## src/rtl/scr_pkg.sv

```systemverilog
/*
 * Package of the system control register block: register byte addresses,
 * control field positions, reset values, action codes and cycle counts.
 * Assumes a single 250 MHz system clock and a 32-bit AHB-Lite register bus.
 */
package scr_pkg;

    // ----------------------------------------------------------------
    // Register map
    // ----------------------------------------------------------------
    localparam logic [31:0] SCR_ADDR_CTRL = 32'hffb00000;
    localparam logic [31:0] SCR_ADDR_STAT = 32'hffb00040;
    localparam logic [31:0] SCR_ADDR_MASK = 32'hffb00044;

    // ----------------------------------------------------------------
    // Control field positions
    // ----------------------------------------------------------------
    localparam int SCR_POS_ORDER = 31;
    localparam int SCR_POS_RSVD = 29;
    localparam int SCR_POS_BCLK_OFF = 28;
    localparam int SCR_POS_WDOG_EN = 24;
    localparam int SCR_POS_WDOG_ACT = 22;
    localparam int SCR_POS_WDOG_TO = 20;
    localparam int SCR_POS_MON_EN = 18;
    localparam int SCR_POS_MON_TO = 16;
    localparam int SCR_POS_USER = 15;

    // ----------------------------------------------------------------
    // Reset values
    // ----------------------------------------------------------------
    localparam logic [1:0] SCR_RSVD_VAL = 2'h2;
    localparam logic [2:0] SCR_MASK_RST = 3'h0;
    localparam logic [1:0] SCR_STRAP_WAIT = 2'h3;

    // ----------------------------------------------------------------
    // Watchdog action codes
    // ----------------------------------------------------------------
    localparam logic [1:0] SCR_ACT_IRQ = 2'h0;
    localparam logic [1:0] SCR_ACT_FIQ = 2'h1;
    localparam logic [1:0] SCR_ACT_RST = 2'h2;

    // ----------------------------------------------------------------
    // Status bit positions
    // ----------------------------------------------------------------
    localparam int SCR_ST_WDOG = 0;
    localparam int SCR_ST_BUSMON = 1;
    localparam int SCR_ST_USER = 2;

    // ----------------------------------------------------------------
    // Counts
    // ----------------------------------------------------------------
    localparam logic [7:0] SCR_MON_BASE = 8'h80;
    localparam int SCR_CLK_NS = 4;
    localparam int SCR_WDOG_RST_NS = 64;
    localparam logic [4:0] SCR_WDOG_RST_CYC = 5'(SCR_WDOG_RST_NS / SCR_CLK_NS);

    typedef struct packed {
        logic byte_order_sel;
        logic bus_clk_out_off;
        logic wdog_en;
        logic [1:0] wdog_action_sel;
        logic [1:0] wdog_timeout_sel;
        logic bus_mon_en;
        logic [1:0] bus_mon_timeout_sel;
        logic user_access;
    } scr_ctrl_s;

endpackage

```

## src/rtl/scr_top.sv

```systemverilog
/*
 * System control register block: control register with byte order, bus clock
 * output gate, watchdog, bus monitor and user-mode register access gate,
 * plus an interrupt status/mask pair, all on an AHB-Lite slave port.
 * Assumes the crystal clock, the boot strap and the transfer acknowledge arrive
 * from pins; bus cycle and access requests come from logic on clock_i.
 */
// The AHB-Lite register port is this design's own decision.
// How it works
// - Byte order bit: 1 little endian, 0 big endian; resets from boot strap.
// - Two bits below byte order start as 10 and always read 10.
// - Bus clock off bit 1 holds bus clock pin low; resets to 0.
// - Writing 1 to watchdog enable starts the watchdog; resets to 0.
// - Once set, watchdog enable ignores writes of 0 until hardware reset.
// - Watchdog expiry gives normal interrupt, fast interrupt or reset; fourth code reserved.
// - Watchdog timeout is 2^20, 2^22, 2^24 or 2^25 crystal periods.
// - Bus monitor runs only while its enable bit is 1; resets to 0.
// - Bus monitor times each peripheral access still lacking transfer acknowledge.
// - Bus monitor expiry ends the bus cycle and aborts the owning master.
// - Bus monitor timeout is 128, 64, 32 or 16 bus clocks.
// - User bit 0 refuses unprivileged register accesses with a data abort.
// - User bit 1 accepts register accesses from every processor mode.
// - Watchdog reset is synchronous and takes effect on its release.
`timescale 1ns/100ps

module scr_top #(
    parameter int unsigned WDOG_TO_0 = 32'd1048576,
    parameter int unsigned WDOG_TO_1 = 32'd4194304,
    parameter int unsigned WDOG_TO_2 = 32'd16777216,
    parameter int unsigned WDOG_TO_3 = 32'd33554432
) (
    input wire logic clock_i,
    input wire logic rst_i,
    input wire logic hsel_i,
    input wire logic [31:0] haddr_i,
    input wire logic [1:0] htrans_i,
    input wire logic hwrite_i,
    input wire logic [2:0] hsize_i,
    input wire logic [31:0] hwdata_i,
    input wire logic hready_i,
    output logic [31:0] hrdata_o,
    output logic hreadyout_o,
    output logic hresp_o,
    input wire logic boot_order_strap_i,
    input wire logic crystal_freq_i,
    input wire logic xfer_ack_n_i,
    input wire logic bus_cycle_i,
    input wire logic reg_access_i,
    input wire logic user_mode_i,
    output logic byte_order_sel_o,
    output logic bus_clk_o,
    output logic bus_abort_o,
    output logic reg_abort_o,
    output logic fast_irq_o,
    output logic wdog_rst_o,
    output logic irq_o
);
    import scr_pkg::*;

    // ----------------------------------------------------------------
    // Pin synchronisers
    // ----------------------------------------------------------------
    logic strap_s1, strap_s2, xtal_s1, xtal_s2, xtal_s3, ack_s1, ack_s2;

    always_ff @(posedge clock_i or posedge rst_i) begin
        if (rst_i) begin
            strap_s1 <= 1'b0;
            strap_s2 <= 1'b0;
            xtal_s1 <= 1'b0;
            xtal_s2 <= 1'b0;
            xtal_s3 <= 1'b0;
            ack_s1 <= 1'b1;
            ack_s2 <= 1'b1;
        end else begin
            strap_s1 <= boot_order_strap_i;
            strap_s2 <= strap_s1;
            xtal_s1 <= crystal_freq_i;
            xtal_s2 <= xtal_s1;
            xtal_s3 <= xtal_s2;
            ack_s1 <= xfer_ack_n_i;
            ack_s2 <= ack_s1;
        end
    end

    logic xtal_tick;
    assign xtal_tick = xtal_s2 & ~xtal_s3;

    // ----------------------------------------------------------------
    // AHB-Lite slave and register state
    // ----------------------------------------------------------------
    scr_ctrl_s ctrl, next_ctrl;
    logic [2:0] stat, next_stat, mask, next_mask;
    logic [1:0] strap_cnt, next_strap_cnt;
    logic wr_pend, next_wr_pend;
    logic [31:0] wr_addr, next_wr_addr, hrdata, next_hrdata;
    logic [2:0] events;
    logic addr_phase;
    logic [31:0] ctrl_word;

    assign addr_phase = hsel_i & htrans_i[1] & hready_i;

    always_comb begin
        ctrl_word = 32'h0;
        ctrl_word[SCR_POS_ORDER] = ctrl.byte_order_sel;
        ctrl_word[SCR_POS_RSVD +: 2] = SCR_RSVD_VAL;
        ctrl_word[SCR_POS_BCLK_OFF] = ctrl.bus_clk_out_off;
        ctrl_word[SCR_POS_WDOG_EN] = ctrl.wdog_en;
        ctrl_word[SCR_POS_WDOG_ACT +: 2] = ctrl.wdog_action_sel;
        ctrl_word[SCR_POS_WDOG_TO +: 2] = ctrl.wdog_timeout_sel;
        ctrl_word[SCR_POS_MON_EN] = ctrl.bus_mon_en;
        ctrl_word[SCR_POS_MON_TO +: 2] = ctrl.bus_mon_timeout_sel;
        ctrl_word[SCR_POS_USER] = ctrl.user_access;
    end

    always_comb begin
        next_ctrl = ctrl;
        next_stat = stat;
        next_mask = mask;
        next_strap_cnt = strap_cnt;
        next_wr_pend = addr_phase & hwrite_i;
        next_wr_addr = addr_phase ? haddr_i : wr_addr;
        next_hrdata = hrdata;
        // Strap caught once it has crossed both synchroniser stages
        if (strap_cnt != SCR_STRAP_WAIT) begin
            next_strap_cnt = strap_cnt + 2'h1;
            if (strap_cnt + 2'h1 == SCR_STRAP_WAIT) begin
                next_ctrl.byte_order_sel = ~strap_s2;
            end
        end
        if (addr_phase && !hwrite_i) begin
            case (haddr_i)
                SCR_ADDR_CTRL: next_hrdata = ctrl_word;
                SCR_ADDR_STAT: begin
                    next_hrdata = {29'h0, stat};
                    next_stat = 3'h0;
                end
                SCR_ADDR_MASK: next_hrdata = {29'h0, mask};
                default: next_hrdata = 32'h0;
            endcase
        end
        if (wr_pend) begin
            case (wr_addr)
                SCR_ADDR_CTRL: begin
                    next_ctrl.byte_order_sel = hwdata_i[SCR_POS_ORDER];
                    next_ctrl.bus_clk_out_off = hwdata_i[SCR_POS_BCLK_OFF];
                    next_ctrl.wdog_en = ctrl.wdog_en | hwdata_i[SCR_POS_WDOG_EN];
                    next_ctrl.wdog_action_sel = hwdata_i[SCR_POS_WDOG_ACT +: 2];
                    next_ctrl.wdog_timeout_sel = hwdata_i[SCR_POS_WDOG_TO +: 2];
                    next_ctrl.bus_mon_en = hwdata_i[SCR_POS_MON_EN];
                    next_ctrl.bus_mon_timeout_sel = hwdata_i[SCR_POS_MON_TO +: 2];
                    next_ctrl.user_access = hwdata_i[SCR_POS_USER];
                end
                SCR_ADDR_MASK: next_mask = hwdata_i[2:0];
                default: ;
            endcase
        end
        // Set wins over the read clear
        next_stat = next_stat | events;
    end

    always_ff @(posedge clock_i or posedge rst_i) begin
        if (rst_i) begin
            ctrl <= '0;
            stat <= 3'h0;
            mask <= SCR_MASK_RST;
            strap_cnt <= 2'h0;
            wr_pend <= 1'b0;
            wr_addr <= 32'h0;
            hrdata <= 32'h0;
        end else begin
            ctrl <= next_ctrl;
            stat <= next_stat;
            mask <= next_mask;
            strap_cnt <= next_strap_cnt;
            wr_pend <= next_wr_pend;
            wr_addr <= next_wr_addr;
            hrdata <= next_hrdata;
        end
    end

    assign hrdata_o = hrdata;
    assign hreadyout_o = 1'b1;
    assign hresp_o = 1'b0;

    // ----------------------------------------------------------------
    // Bus clock and bus monitor
    // ----------------------------------------------------------------
    logic bclk, next_bclk, bclk_out, next_bclk_out, bus_abort, next_bus_abort;
    logic [7:0] mon_cnt, next_mon_cnt, mon_limit;

    always_comb begin
        next_bclk = ~bclk;
        next_bclk_out = next_bclk & ~ctrl.bus_clk_out_off;
        mon_limit = SCR_MON_BASE >> ctrl.bus_mon_timeout_sel;
        next_mon_cnt = mon_cnt;
        next_bus_abort = 1'b0;
        if (!(ctrl.bus_mon_en && bus_cycle_i && ack_s2)) begin
            next_mon_cnt = 8'h0;
        end else if (!bclk) begin
            if (mon_cnt + 8'h1 >= mon_limit) begin
                next_mon_cnt = 8'h0;
                next_bus_abort = 1'b1;
            end else begin
                next_mon_cnt = mon_cnt + 8'h1;
            end
        end
    end

    always_ff @(posedge clock_i or posedge rst_i) begin
        if (rst_i) begin
            bclk <= 1'b0;
            bclk_out <= 1'b0;
            mon_cnt <= 8'h0;
            bus_abort <= 1'b0;
        end else begin
            bclk <= next_bclk;
            bclk_out <= next_bclk_out;
            mon_cnt <= next_mon_cnt;
            bus_abort <= next_bus_abort;
        end
    end

    assign bus_clk_o = bclk_out;
    assign bus_abort_o = bus_abort;

    // ----------------------------------------------------------------
    // User-mode register access gate
    // ----------------------------------------------------------------
    logic reg_abort, next_reg_abort;

    always_comb begin
        next_reg_abort = reg_access_i & user_mode_i & ~ctrl.user_access;
    end

    always_ff @(posedge clock_i or posedge rst_i) begin
        if (rst_i) begin
            reg_abort <= 1'b0;
        end else begin
            reg_abort <= next_reg_abort;
        end
    end

    assign reg_abort_o = reg_abort;

    // ----------------------------------------------------------------
    // Watchdog
    // ----------------------------------------------------------------
    logic [25:0] wd_cnt, next_wd_cnt, wd_limit;
    logic wd_expire, fast_irq, next_fast_irq, wd_rst, next_wd_rst;
    logic [4:0] rst_cnt, next_rst_cnt;

    always_comb begin
        case (ctrl.wdog_timeout_sel)
            2'h0: wd_limit = 26'(WDOG_TO_0);
            2'h1: wd_limit = 26'(WDOG_TO_1);
            2'h2: wd_limit = 26'(WDOG_TO_2);
            default: wd_limit = 26'(WDOG_TO_3);
        endcase
        next_wd_cnt = wd_cnt;
        wd_expire = 1'b0;
        if (ctrl.wdog_en && xtal_tick) begin
            if (wd_cnt + 26'h1 >= wd_limit) begin
                next_wd_cnt = 26'h0;
                wd_expire = 1'b1;
            end else begin
                next_wd_cnt = wd_cnt + 26'h1;
            end
        end
        next_fast_irq = wd_expire && ctrl.wdog_action_sel == SCR_ACT_FIQ;
        next_rst_cnt = rst_cnt;
        if (wd_expire && ctrl.wdog_action_sel == SCR_ACT_RST) begin
            next_rst_cnt = SCR_WDOG_RST_CYC;
        end else if (rst_cnt != 5'h0) begin
            next_rst_cnt = rst_cnt - 5'h1;
        end
        next_wd_rst = next_rst_cnt != 5'h0;
    end

    always_ff @(posedge clock_i or posedge rst_i) begin
        if (rst_i) begin
            wd_cnt <= 26'h0;
            fast_irq <= 1'b0;
            rst_cnt <= 5'h0;
            wd_rst <= 1'b0;
        end else begin
            wd_cnt <= next_wd_cnt;
            fast_irq <= next_fast_irq;
            rst_cnt <= next_rst_cnt;
            wd_rst <= next_wd_rst;
        end
    end

    assign fast_irq_o = fast_irq;
    assign wdog_rst_o = wd_rst;

    // ----------------------------------------------------------------
    // Interrupt events
    // ----------------------------------------------------------------
    always_comb begin
        events = 3'h0;
        events[SCR_ST_WDOG] = wd_expire && ctrl.wdog_action_sel == SCR_ACT_IRQ;
        events[SCR_ST_BUSMON] = next_bus_abort;
        events[SCR_ST_USER] = next_reg_abort;
    end

    assign irq_o = |(stat & mask);
    assign byte_order_sel_o = ctrl.byte_order_sel;

endmodule // scr_top

```

## config.mk

```make
export PLATFORM = sky130hd
export DESIGN_NAME = scr_top
export DESIGN_NICKNAME = d
export VERILOG_FILES = /design/src/rtl/scr_pkg.sv /design/src/rtl/scr_top.sv
export SDC_FILE = /design/constraint.sdc
export NUM_CORES = 1
export LEC_CHECK = 0
export BUFFER_PORTS_ARGS = -buffer_cell sky130_fd_sc_hd__buf_2
export CORE_ASPECT_RATIO = 0.75
export CORE_UTILIZATION = 50
export DETAILED_ROUTE_END_ITERATION = 12
export GPL_ROUTABILITY_DRIVEN = 1
export GPL_TIMING_DRIVEN = 0
export PLACE_DENSITY = 0.77
export SYNTH_ARGS = -nofsm -noshare
export SYNTH_HDL_FRONTEND = slang
export SYNTH_SLANG_ARGS = --single-unit
```

## constraint.sdc

```tcl
create_clock -name clock_i -period 3.2 [get_ports clock_i]
set_input_delay 0.32 -clock clock_i [delete_from_list [all_inputs] [get_ports clock_i]]
set_output_delay 0.32 -clock clock_i [all_outputs]
set_load 0.005 [all_outputs]
```

# Word level (Yosys, flattened, before mapping)
# Cells that the tools add are included.
# W data, S select, Z words.
# word_totals
out_inout_bits	41
wordCells	98
reg_bits	136
# op_classes
n_lt_le_gt_ge	2
eq_ne	12
bitwise	15
addsub	4
n_reduce_logical	15
n_mux	19
n_shift	1
# ops
operator	n
$eq A32 B32 Y1 const B	5
$pmux W32 S3	1
$pmux W26 S3	1
$add A26 B1 Y26 const B	1
$ge A26 B26 Y1	1
$mux W26	1
$mux W8	3
$mux W11	2
$mux W5	2
$reduce_bool A5 Y1	2
$add A8 B1 Y8 const B	1
$ge A8 B8 Y1	1
$shr A8 B2 Y8 const A	1
$and A1 B1 Y1	7
$logic_and A1 B1 Y1	7
$mux W1	7
$eq A2 B2 Y1 const B	3
$mux W3	2
$not A1 Y1	5
$sub A5 B1 Y5 const B	1
$eq A2 B1 Y1 const B	2
$logic_not A2 Y1	2
$ne A2 B2 Y1 const B	2
$reduce_and A2 Y1	2
other kinds (6)	6

# Longest topological paths before layout
# Gate-level depths: netlist of run 1.
# logic_depth
depth_word	8
depth_mapped	15
ltp_nobuf	14

# Worst setup path after synthesis of run 1
# Ideal clock, no wire load.
# synth_timing
path_kind	register -> register
startpoint	register wd_cnt[2]
endpoint	register wd_cnt[12]
synth_period_minus_slack_ns	3.482
slack_ns	-0.282
arrival_time_ns	3.356
stages_incl_launch_ff	15
cell_sequence	dfrtp_1 clkbuf_2 nand3_2 or4_4 buf_6 or2_2 nor2_1 nand3_1 xnor2_1 ha_1 nand3_1 or3_4 o211a_2 o21a_2 a221o_1
# synth_between
elab_chain_cells	3
# synth_lines
item	line_no	source
from (decl)	scr_top.sv:248	logic [25:0] wd_cnt, next_wd_cnt, wd_limit;
from (signal assigned)	scr_top.sv:286	wd_cnt <= next_wd_cnt;
$add A26 B1 Y26 *	scr_top.sv:262, scr_top.sv:266	
$ge A26 B26 Y1	scr_top.sv:262	if (wd_cnt + 26'h1 >= wd_limit) begin
$mux W26 *	scr_top.sv:262	
# Every way passes the cells marked *; elsewhere a longest branch is shown, timed or not.
# A chain may end at the register's enable or synchronous reset.

# Final worst setup path of run 1
# layout_timing
startpoint	register wd_cnt[0]
endpoint	register wd_cnt[12]
# Same word-level chain as after synthesis.

==> run summary, run 1 <==
Root Buffer: clkbuf_16
Core Rows: 34
Slew headroom: 40.7%
DR vias/cell: 5.95
initial DRC count: 610
Pre-antenna DRT Iters: 5
pin slew with the least headroom to its limit: 888 ps
share of layout cells above drive strength 1: 37.8%
largest net degree at the start of global routing: 43
Max Cap Violations: 0
reg2reg end: wd_cnt[12]$_DFFE_PP0P_
WL/cell: 18.5 um
CP Capture Type: flip-flop
crit path buf inv count: 1
WP data required: 3490 ps
area grow syn2layout: 30.3%
top_reg_cell synth: dfrtp_1
Ant. Diodes: 0
DRT antenna net count: 0
IO Pins: 121
Hold Crit Depth: 1
part of the power in combinational logic: 17.3%
Post-Synthesis Cells: 574
maximum vdd drop: 416 uV
flops & latches, synth: 119
Synth Area in Simple Gates: 19.8%
Clock Skew: 8.82 ps
XOR/XNOR Fraction of Synth Area: 2.45%
mux cell area share after synthesis: 9.19%
unrepaired setup endpoints after global routing: yes
crit-path max cell delay: 500 ps
fmax: 278 MHz
cts bufs inserted: 17
count of port buffers added during placement: 78
Async SR Flop Fraction: 100%
Max H-tree Level: 4
Final Max Tran Viols: 0
Detailed Route WL: 16,600 um
Unique masters post-synth: 65
Skew-Pair Late Insertion Delay: 420 ps
clock sink count: 119
Crit path max-delay family: compound AO/OA/AOI/OAI gates
most frequent cells in the layout: 112 x dfrtp_1, 78 x buf_2, 46 x mux2_2
Warnings, synthesis: 0
WP data arrival: 3890 ps
worst reg-to-reg path cell count: 15
post-detail-place hpwl: 10,500 um
NumNets Final: 814
synthesized area per cell: 10.6 um2
hold_ws: 15.7 ps
Die ar.: 12,600 um2
Adder-Cell Fraction of Synth Area: 2.88%
FF-to-FF Start: wd_cnt[0]$_DFFE_PP0P_
CP Launch Type: flip-flop
Starting Density: 51.9%
routability congestion estimate: 0.895
violated checks: setup timing
post-route cell area: 7920 um2
final setup violation count: 34
TNS Setup: -9820 ps
core footprint: 11,700 um2
Worst Hold Path EP: strap_s1$_DFF_PP0_
Compound-Gate Fraction of Synth Area: 11.2%
CP max stage cell: a2111o_1
DRC Markers: 0
Reg power frac: 40.4%
Multi-input gate area: 3090 um2
Cell Area, Placed: 6820 um2
status: complete, but fails checks
Net Sw Power: 1.23 mW
setup ws final: -393 ps
chip height: 97.4 um
Hold Vio Cnt, Final: 0
Final Cycle Share: 112%
Vias: 5,323
Clock power frac: 42.3%
largest family of logic cells by synthesized area: simple AND/OR/NAND/NOR gates
overall routing resource usage: 26.8%
CTS tree: done
initial antenna violation count: 0
leak pwr: 3.59 nW
Synth Cell Area: 6070 um2
R2R Setup Slk: -390 ps
Reg area: 2990 um2
fillers: 821
Chip Width: 129 um
crit path cell chain: ha_4 -> nand4_1 -> buf_6 -> nor2_4 -> nand2_2 -> nor3_4 -> nand3_2 -> xor2_2 -> ha_1 -> nand3_2 -> a221oi_2 -> nand4_1 -> a2111o_1 -> o21a_4 -> a221o_1
CTS clk-pin slew, worst paths: 60 ps
global-route wire length before repair: 26,000 um
number of synthesized flops with an enable pin: 0
Sw Ratio: 28.2%
CTS Buffer Depth: 2
P_int: 3.14 mW
commonest non-fill, non-tap cell in the layout: dfrtp_1
vias in the first global route: 5,093
GR Overflow Total: 0
worst-path maximum fanout: 7
Pwr Density: 552 nW/um2
hold_sp: boot_order_strap_i
post-synthesis sequential area ratio: 49.1%
crit path time final: 3590 ps
Crit Path Category: flip-flop to flip-flop
Hold WC Path Type: primary input to flip-flop
[worst max-delay path by stage]
stage | cells past startpoint | startpoint | end
floorplan | 14 | wd_cnt[2]$_DFFE_PP0P_ | wd_cnt[12]$_DFFE_PP0P_
global placement | 14 | wd_cnt[0]$_DFFE_PP0P_ | wd_cnt[12]$_DFFE_PP0P_
detailed placement | 14 | wd_cnt[0]$_DFFE_PP0P_ | wd_cnt[12]$_DFFE_PP0P_
CTS | 12 | wd_cnt[0]$_DFFE_PP0P_ | wd_cnt[12]$_DFFE_PP0P_
global route | 15 | wd_cnt[0]$_DFFE_PP0P_ | wd_cnt[12]$_DFFE_PP0P_
finish | 15 | wd_cnt[0]$_DFFE_PP0P_ | wd_cnt[12]$_DFFE_PP0P_
[power groups by stage]
stage,Combinational (mW),Sequential (mW),Clock [mW]
6_report,0.755,1.77,1.85
5_1_grt,0.815,1.78,1.93
4_1_cts,0.693,1.77,1.86
3_5_place_dp,0.588,1.79,0
3_3_place_gp,0.541,1.78,0
2_1_floorplan,0.431,1.76,0
[through the flow]
step	std cells	total power [mW]	utilization (%)	worst slack, ps
global route	895	4.53	67.7	-502
floorplan	591	2.19	-	-124
detailed placement	833	2.38	58.3	-702
CTS	883	4.32	66.2	-307
finish	895	4.37	67.7	-393
global placement	831	2.32	58.0	-679
[worst reg2reg max path, cell delays in order (launching register included)]
cell and delay (ps):
dfrtp_2 410, ha_4 180, nand4_1 110, buf_6 150
nor2_4 130, nand2_2 80, nor3_4 230, nand3_2 130
xor2_2 180, ha_1 340, nand3_2 80, a221oi_2 200
nand4_1 170, a2111o_1 500, o21a_4 290, a221o_1 290
[routing by layer]
metal / vias to the layer above / routed length, um / GRT usage (%)
met5: - / 0 / 2.52
met4: 0 / 376 / 9.59
met3: 48 / 1530 / 7.82
met2: 300 / 7770 / 41.4
met1: 2617 / 6910 / 35.7
li1: 2358 / - / -
[cells in the mapped netlist, types with 3 or more instances]
master	count	area, um2
a21o_1	8	60.1
a21oi_1	13	65.1
a22o_1	11	96.3
a32o_1	5	50.1
and3_1	6	37.5
and4_1	4	35.0
buf_2	7	35.0
buf_4	20	150
clkbuf_1	16	60.1
dfrtp_1	117	2930
ha_1	14	175
inv_1	14	52.6
mux2_2	46	518
mux2i_1	4	40.0
nand2_1	47	176
nand2b_1	13	81.3
nand3_1	37	185
nand4_1	14	87.6
nor2_1	23	86.3
nor3_1	15	75.1
nor3b_1	3	22.5
nor4_1	12	75.1
o21a_1	3	22.5
o21ai_0	23	115
o21ai_1	6	30.0
or2_2	5	31.3
or3_1	9	56.3
or4_1	12	90.1
xnor2_1	12	105
xor2_1	5	43.8
[layout make-up]
class	count	share of cell area (%)
flip-flops and latches	119	37.7
clock inverters	12	1.47
clock buffers	20	5.77
well taps	162	2.56
multi-input cells	412	39.0
inverters	14	0.711
repair buffers	111	8.84
plain buffers	45	3.89
[kinds of logic after synthesis]
kind of cell | count (synthesis)
simple gates | 216
flops | 119
compound gates | 96
buf+inv | 60
mux | 50
xor+xnor | 17
fa+ha+maj | 14
other cells | 2
[state kept, by name, summed over array words and instances, names as in the netlist, 2 cells and up]
name	count
strap_cnt	2
mon_cnt	8
wd_cnt	26
ctrl	10
wr_addr	32
hrdata_o	15
mask	3
rst_cnt	5
stat	3
[repair_timing]
item,in CTS,in global routing
resized for setup,58,16
buffers inserted,15,12
pin swaps,13,20
gates cloned,3,0
hold endpoints to repair,1,0
hold buffers,1,0
setup endpoints to repair,34,34
Power figures use the tool's default switching activity.
==> inputs of run 2 (changes only) <==
- clock period: 3.2 -> 3.3 ns (I/O delays scaled with it)
==> run 2 against run 1 <==
The flow still finishes with violations (setup timing). Count of clock-buffer cells in the layout is 2 lower. Die area stayed put. First-iteration DRC count is 29% lower. Critical endpoint is now wd_cnt[10]$_DFFE_PP0P_.
==> run summary, run 2 (synthesis results as in run 1) <==
overall routing resource usage: 26.6% (-0.25 points)
Worst Setup SP: wd_cnt[0]$_DFFE_PP0P_
leak pwr: 3.57 nW (-0.57%)
crit path time final: 3590 ps (-7.52 ps)
Crit Path Category: flip-flop to flip-flop
final setup violation count: 34 (unchanged)
Starting Density: 51.9% (unchanged)
R2R Setup Slk: -290 ps (+110 ps)
share of layout cells above drive strength 1: 36.2% (-1.6 points)
core footprint: 11,700 um2 (unchanged)
DRT antenna net count: 0 (unchanged)
CP max stage cell: or4_4
post-route cell area: 7870 um2 (-0.58%)
WP data required: 3630 ps (+140 ps)
clock sink count: 119 (unchanged)
vias in the first global route: 5,052 (-0.81%)
total power: 4.31 mW (-1.3%)
Hold Vio Cnt, Final: 0 (unchanged)
Vias: 5,185 (-2.6%)
CTS tree: done
routability congestion estimate: 0.920 (+2.9%)
GR Overflow Total: 0 (unchanged)
area grow syn2layout: 29.6%
unrepaired setup endpoints after global routing: yes
Multi-input gate area: 3010 um2 (-2.5%)
CTS clk-pin slew, worst paths: 60 ps (about the same)
setup ws final: -286 ps (+108 ps)
WP data arrival: 3920 ps (+30 ps)
DR vias/cell: 5.80 (-2.5%)
Hold WC Path Type: primary input to async pin
initial antenna violation count: 0 (unchanged)
TNS Setup: -7080 ps (+2740 ps)
reg2reg end: wd_cnt[10]$_DFFE_PP0P_
most flop-heavy register: wr_addr
Core Rows: 34 (unchanged)
Final Max Tran Viols: 0 (unchanged)
crit path capture: wd_cnt[10]$_DFFE_PP0P_
crit-path max cell delay: 550 ps (+50 ps)
FF-to-FF Start: wd_cnt[0]$_DFFE_PP0P_
cts bufs inserted: 17 (unchanged)
NumNets Final: 813 (-0.12%)
WL/cell: 17.3 um (-6.8%)
Final Cycle Share: 109% (-3.6 points)
fmax: 279 MHz (+0.21%)
DRC Markers: 0 (unchanged)
most frequent cells in the layout: 111 x dfrtp_1, 78 x buf_2, 46 x nand2_1, 46 x mux2_2, 44 x buf_4
worst-path maximum fanout: 5 (-2)
Slew headroom: 47.4% (+6.7 points)
pin slew with the least headroom to its limit: 787 ps (-100 ps)
largest net degree at the start of global routing: 35 (-19%)
Critical Path Most Common Cell: buf_4
Crit path max-delay family: simple AND/OR/NAND/NOR gates
Cell Area, Placed: 6830 um2 (+0.18%)
worst reg-to-reg path cell count: 15 (unchanged)
crit path cell chain: nand3_4 -> or4_4 -> or2_4 -> nor2_4 -> nand3_2 -> xnor2_2 -> ha_1 -> buf_4 -> buf_4 -> buf_4 -> o311ai_2 -> o211ai_4 -> buf_6 -> or4_1 -> o211ai_1
Detailed Route WL: 15,400 um (-6.9%)
count of port buffers added during placement: 78 (unchanged)
chip height: 97.4 um (unchanged)
Chip Width: 129 um (unchanged)
max reg flops: 32 (unchanged)
status: complete, but fails checks
Root Buffer: clkbuf_16
initial DRC count: 435 (-29%)
maximum vdd drop: 409 uV (-1.7%)
CTS Buffer Depth: 2 (unchanged)
Pre-antenna DRT Iters: 5 (unchanged)
IO Pins: 121 (unchanged)
Pwr Density: 548 nW/um2 (-0.76%)
Clock Skew: 7.76 ps (-1.06 ps)
Die ar.: 12,600 um2 (unchanged)
Max H-tree Level: 4 (unchanged)
commonest non-fill, non-tap cell in the layout: dfrtp_1
CP Launch Type: flip-flop
Skew-Pair Late Insertion Delay: 420 ps (about the same)
CP Capture Type: flip-flop
fillers: 861 (+4.9%)
post-detail-place hpwl: 10,100 um (-3.6%)
Max Cap Violations: 0 (unchanged)
violated checks: setup timing
Ant. Diodes: 0 (unchanged)
critical path depth: 15 (unchanged)
global-route wire length before repair: 25,600 um (-1.7%)
crit path buf inv count: 4 (+3)
Placement Setup Slack: -571 ps (+130 ps)
Reg area: 2990 um2 (about the same)
[run 2: how the worst min path moves through the flow]
stage / start / endpoint / slack [ps] / cells past startpoint
finish: rst_i / strap_s1$_DFF_PP0_ / 9 / 2
global route: crystal_freq_i / xtal_s1$_DFF_PP0_ / 5 / 1
CTS: xfer_ack_n_i / ack_s1$_DFF_PP1_ / 9 / 1
detailed placement: strap_s1$_DFF_PP0_ / strap_s2$_DFF_PP0_ / 340 / 0
global placement: strap_s1$_DFF_PP0_ / strap_s2$_DFF_PP0_ / 340 / 0
floorplan: strap_s1$_DFF_PP0_ / strap_s2$_DFF_PP0_ / 330 / 0
[run 2: cell type report]
cell class              instances  area share [%]
multi-input cells             412            38.3
plain buffers                  45            3.96
well taps                     162            2.58
flip-flops and latches        119            38.0
clock buffers                  18            5.58
clock inverters                14            2.13
repair buffers                110            8.79
inverters                      14           0.716
[run 2: what timing repair did]
action	in CTS	in global routing
hold endpoints to repair	0	2
hold buffers	0	2
endpoints found under the setup margin	34	34
gates cloned	2	0
gates resized for setup	47	12
buffers inserted	19	6
pin swaps	26	8
[run 2: power by group]
group | switching (mW) | internal (mW)
logic | 0.348 | 0.339
clock network | 0.739 | 1.15
registers | 0.124 | 1.61
total | 1.21 | 3.10
[run 2: per-layer routing]
layer	vias up	wire length, um	global-route usage, %
met3	30	1330	8.81
met2	233	7050	39.0
li1	2364	-	-
met5	-	0	0
met4	0	305	8.87
met1	2558	6740	36.9
[run 2: through the flow]
| step | cells | util, % | hold slack [ps] |
|---|---|---|---|
| floorplan | 591 | - | 331 |
| CTS | 886 | 66.5 | 8.56 |
| global placement | 831 | 57.9 | 338 |
| detailed placement | 834 | 58.4 | 336 |
| finish | 894 | 67.3 | 9.21 |
| global route | 894 | 67.3 | 4.80 |
==> inputs of run 3 (changes only) <==
- CORE_ASPECT_RATIO: 0.75 -> 1.2
==> run 3 against run 2 <==
The run still ends with setup timing left. Via count increased by 2.1%. Clock skew about the same. Critical endpoint is now wd_cnt[12]$_DFFE_PP0P_. Sequential share of layout area decreased by 1.2 points. Sequential power about the same. Power increased by 1.3%. Wire length increased by 8.5%. Highest routed layer unchanged. Count of clock-buffer cells in the layout increased by 1. Worst hold slack improved by 17 ps. Register-to-register slack improved by 90 ps. Utilization increased by 2.2 points. Clock power about the same. Cell area increased by 3.1%.
==> run summary, run 3 (synthesis results as in run 1) <==
WP data arrival: 3790 ps (-130 ps)
Root Buffer: clkbuf_16
DR vias/cell: 5.90 (+1.7%)
worst-path maximum fanout: 9 (+4)
crit path cell chain: buf_6 -> nand3_4 -> or4_4 -> or2_4 -> nor2_4 -> nand3_2 -> xnor2_2 -> ha_4 -> nand3_2 -> or3_4 -> nand4b_1 -> o21a_4 -> a221o_1
Skew-Pair Late Insertion Delay: 410 ps (about the same)
setup ws final: -197 ps (+88.9 ps)
fillers: 838 (-2.7%)
R2R Setup Slk: -200 ps (+90 ps)
Pwr Density: 538 nW/um2 (-1.8%)
Hold Crit Depth: 1
Hold Vio Cnt, Final: 0 (unchanged)
Reg area: 2990 um2 (about the same)
clock sink count: 119 (unchanged)
Starting Density: 52.0% (+0.11 points)
area grow syn2layout: 33.6%
NumNets Final: 822 (+1.1%)
unrepaired setup endpoints after global routing: yes
Critical Path Most Common Cell: nand3_2
CP Launch Type: flip-flop
Clock Skew: 8.13 ps (+0.372 ps)
WP data required: 3600 ps (-30 ps)
Pre-antenna DRT Iters: 5 (unchanged)
core footprint: 11,700 um2 (-0.20%)
crit path buf inv count: 1 (-3)
reg2reg end: wd_cnt[12]$_DFFE_PP0P_
Max Cap Violations: 0 (unchanged)
Crit path max-delay family: simple AND/OR/NAND/NOR gates
IO Pins: 121 (unchanged)
chip height: 123 um (+26%)
post-route cell area: 8110 um2 (+3.1%)
count of port buffers added during placement: 78 (unchanged)
pin slew with the least headroom to its limit: 797 ps (+9.22 ps)
final setup violation count: 34 (unchanged)
CTS clk-pin slew, worst paths: 60 ps (about the same)
Crit Path Category: flip-flop to flip-flop
CP Capture Type: flip-flop
routability congestion estimate: 0.871 (-5.4%)
TNS Setup: -3290 ps (+3790 ps)
Chip Width: 103 um (-21%)
fmax: 286 MHz (+2.5%)
crit path time final: 3500 ps (-88.9 ps)
leak pwr: 3.70 nW (+3.5%)
DRT antenna net count: 0 (unchanged)
Detailed Route WL: 16,700 um (+8.5%)
Cell Area, Placed: 6830 um2 (about the same)
cts bufs inserted: 17 (unchanged)
Max H-tree Level: 4 (unchanged)
total power: 4.36 mW (+1.3%)
maximum vdd drop: 363 uV (-11%)
CP max stage cell: or4_4
Worst Hold Path EP: strap_s1$_DFF_PP0_
Die ar.: 12,600 um2 (about the same)
vias in the first global route: 5,287 (+4.7%)
FF-to-FF Start: wd_cnt[10]$_DFFE_PP0P_
most flop-heavy register: wr_addr
max reg flops: 32 (unchanged)
worst reg-to-reg path cell count: 13 (-2)
Ant. Diodes: 0 (unchanged)
Final Max Tran Viols: 0 (unchanged)
global-route wire length before repair: 25,400 um (-0.62%)
CTS tree: done
post-detail-place hpwl: 10,500 um (+3.3%)
Hold WC Path Type: primary input to flip-flop
DRC Markers: 0 (unchanged)
Core Rows: 43 (+26%)
initial antenna violation count: 0 (unchanged)
CTS Buffer Depth: 2 (unchanged)
hold_sp: boot_order_strap_i
overall routing resource usage: 26.7% (+0.14 points)
largest net degree at the start of global routing: 37 (+5.7%)
commonest non-fill, non-tap cell in the layout: dfrtp_1
violated checks: setup timing
crit-path max cell delay: 500 ps (-50 ps)
most frequent cells in the layout: 112 x dfrtp_1, 78 x buf_2, 48 x buf_4
Final Cycle Share: 106% (-2.7 points)
status: complete, but fails checks
share of layout cells above drive strength 1: 39.8% (+3.6 points)
GR Overflow Total: 0 (unchanged)
initial DRC count: 360 (-17%)
Vias: 5,295 (+2.1%)
Multi-input gate area: 3160 um2 (+4.9%)
WL/cell: 18.7 um (+8.1%)
Slew headroom: 46.8% (-0.62 points)
==> run 3: changes by cell type in the layout (fill, tap and decap cells not counted), sizes merged <==
| cell | before | now |
|---|---|---|
| bufinv | 2 | 3 |
| clkinvlp | 5 | 6 |
| inv | 18 | 16 |
| buf | 136 | 145 |
| clkbuf | 35 | 36 |
| clkinv | 3 | 2 |
==> run 3: metrics by stage <==
stage	setup WS (ps)	utilization [%]	cells	hold slack (ps)
after global routing	-299	69.5	898	22.3
after global placement	-509	58.0	826	335
final	-197	69.5	898	26.0
after detailed placement	-539	58.5	829	336
after floorplan	-38.6	-	591	331
after CTS	-131	66.2	876	3.29
==> run 3: worst max-delay path by stage <==
stage,start,endpoint,slack (ps),cells after the start
after floorplan,wd_cnt[2]$_DFFE_PP0P_,wd_cnt[12]$_DFFE_PP0P_,-40,14
final,wd_cnt[10]$_DFFE_PP0P_,wd_cnt[12]$_DFFE_PP0P_,-200,13
after detailed placement,wd_cnt[0]$_DFFE_PP0P_,wdog_rst_o$_DFF_PP0_,-540,14
after global placement,wd_cnt[0]$_DFFE_PP0P_,fast_irq_o$_DFF_PP0_,-510,14
after CTS,wd_cnt[2]$_DFFE_PP0P_,wd_cnt[12]$_DFFE_PP0P_,-130,13
after global routing,wd_cnt[16]$_DFFE_PP0P_,wd_cnt[12]$_DFFE_PP0P_,-300,13
==> run 3: per-layer routing <==
metal  part of all wire [%]  track usage [%]
met1                     37             30.5
met2                     53             46.8
met3                    5.8             6.61
met4                    4.0             11.9
met5                      0                0
==> run 3: timing repair <==
action                                  CTS  global route
gates resized for setup                  43            47
hold endpoints to repair                 19             1
buffers inserted                         14            21
hold buffers                              1             1
cloned                                    1             1
endpoints found under the setup margin   34            34
pin swaps                                15            29
==> run 3: area by class of cell <==
type,count,share of cell area (%)
multi-input cells,412,38.9
flip-flops and latches,119,36.8
repair buffers,120,9.85
clock buffers,19,5.46
plain buffers,44,3.72
well taps,157,2.42
clock inverters,13,2.11
inverters,14,0.694
==> run 3: power by group <==
group,leakage [nW],internal (mW),total [mW],switching (mW)
Clock,0.283,1.22,1.91,0.694
Sequential,1.48,1.61,1.73,0.128
Combinational,1.94,0.349,0.721,0.371
Total,3.70,3.17,4.36,1.19
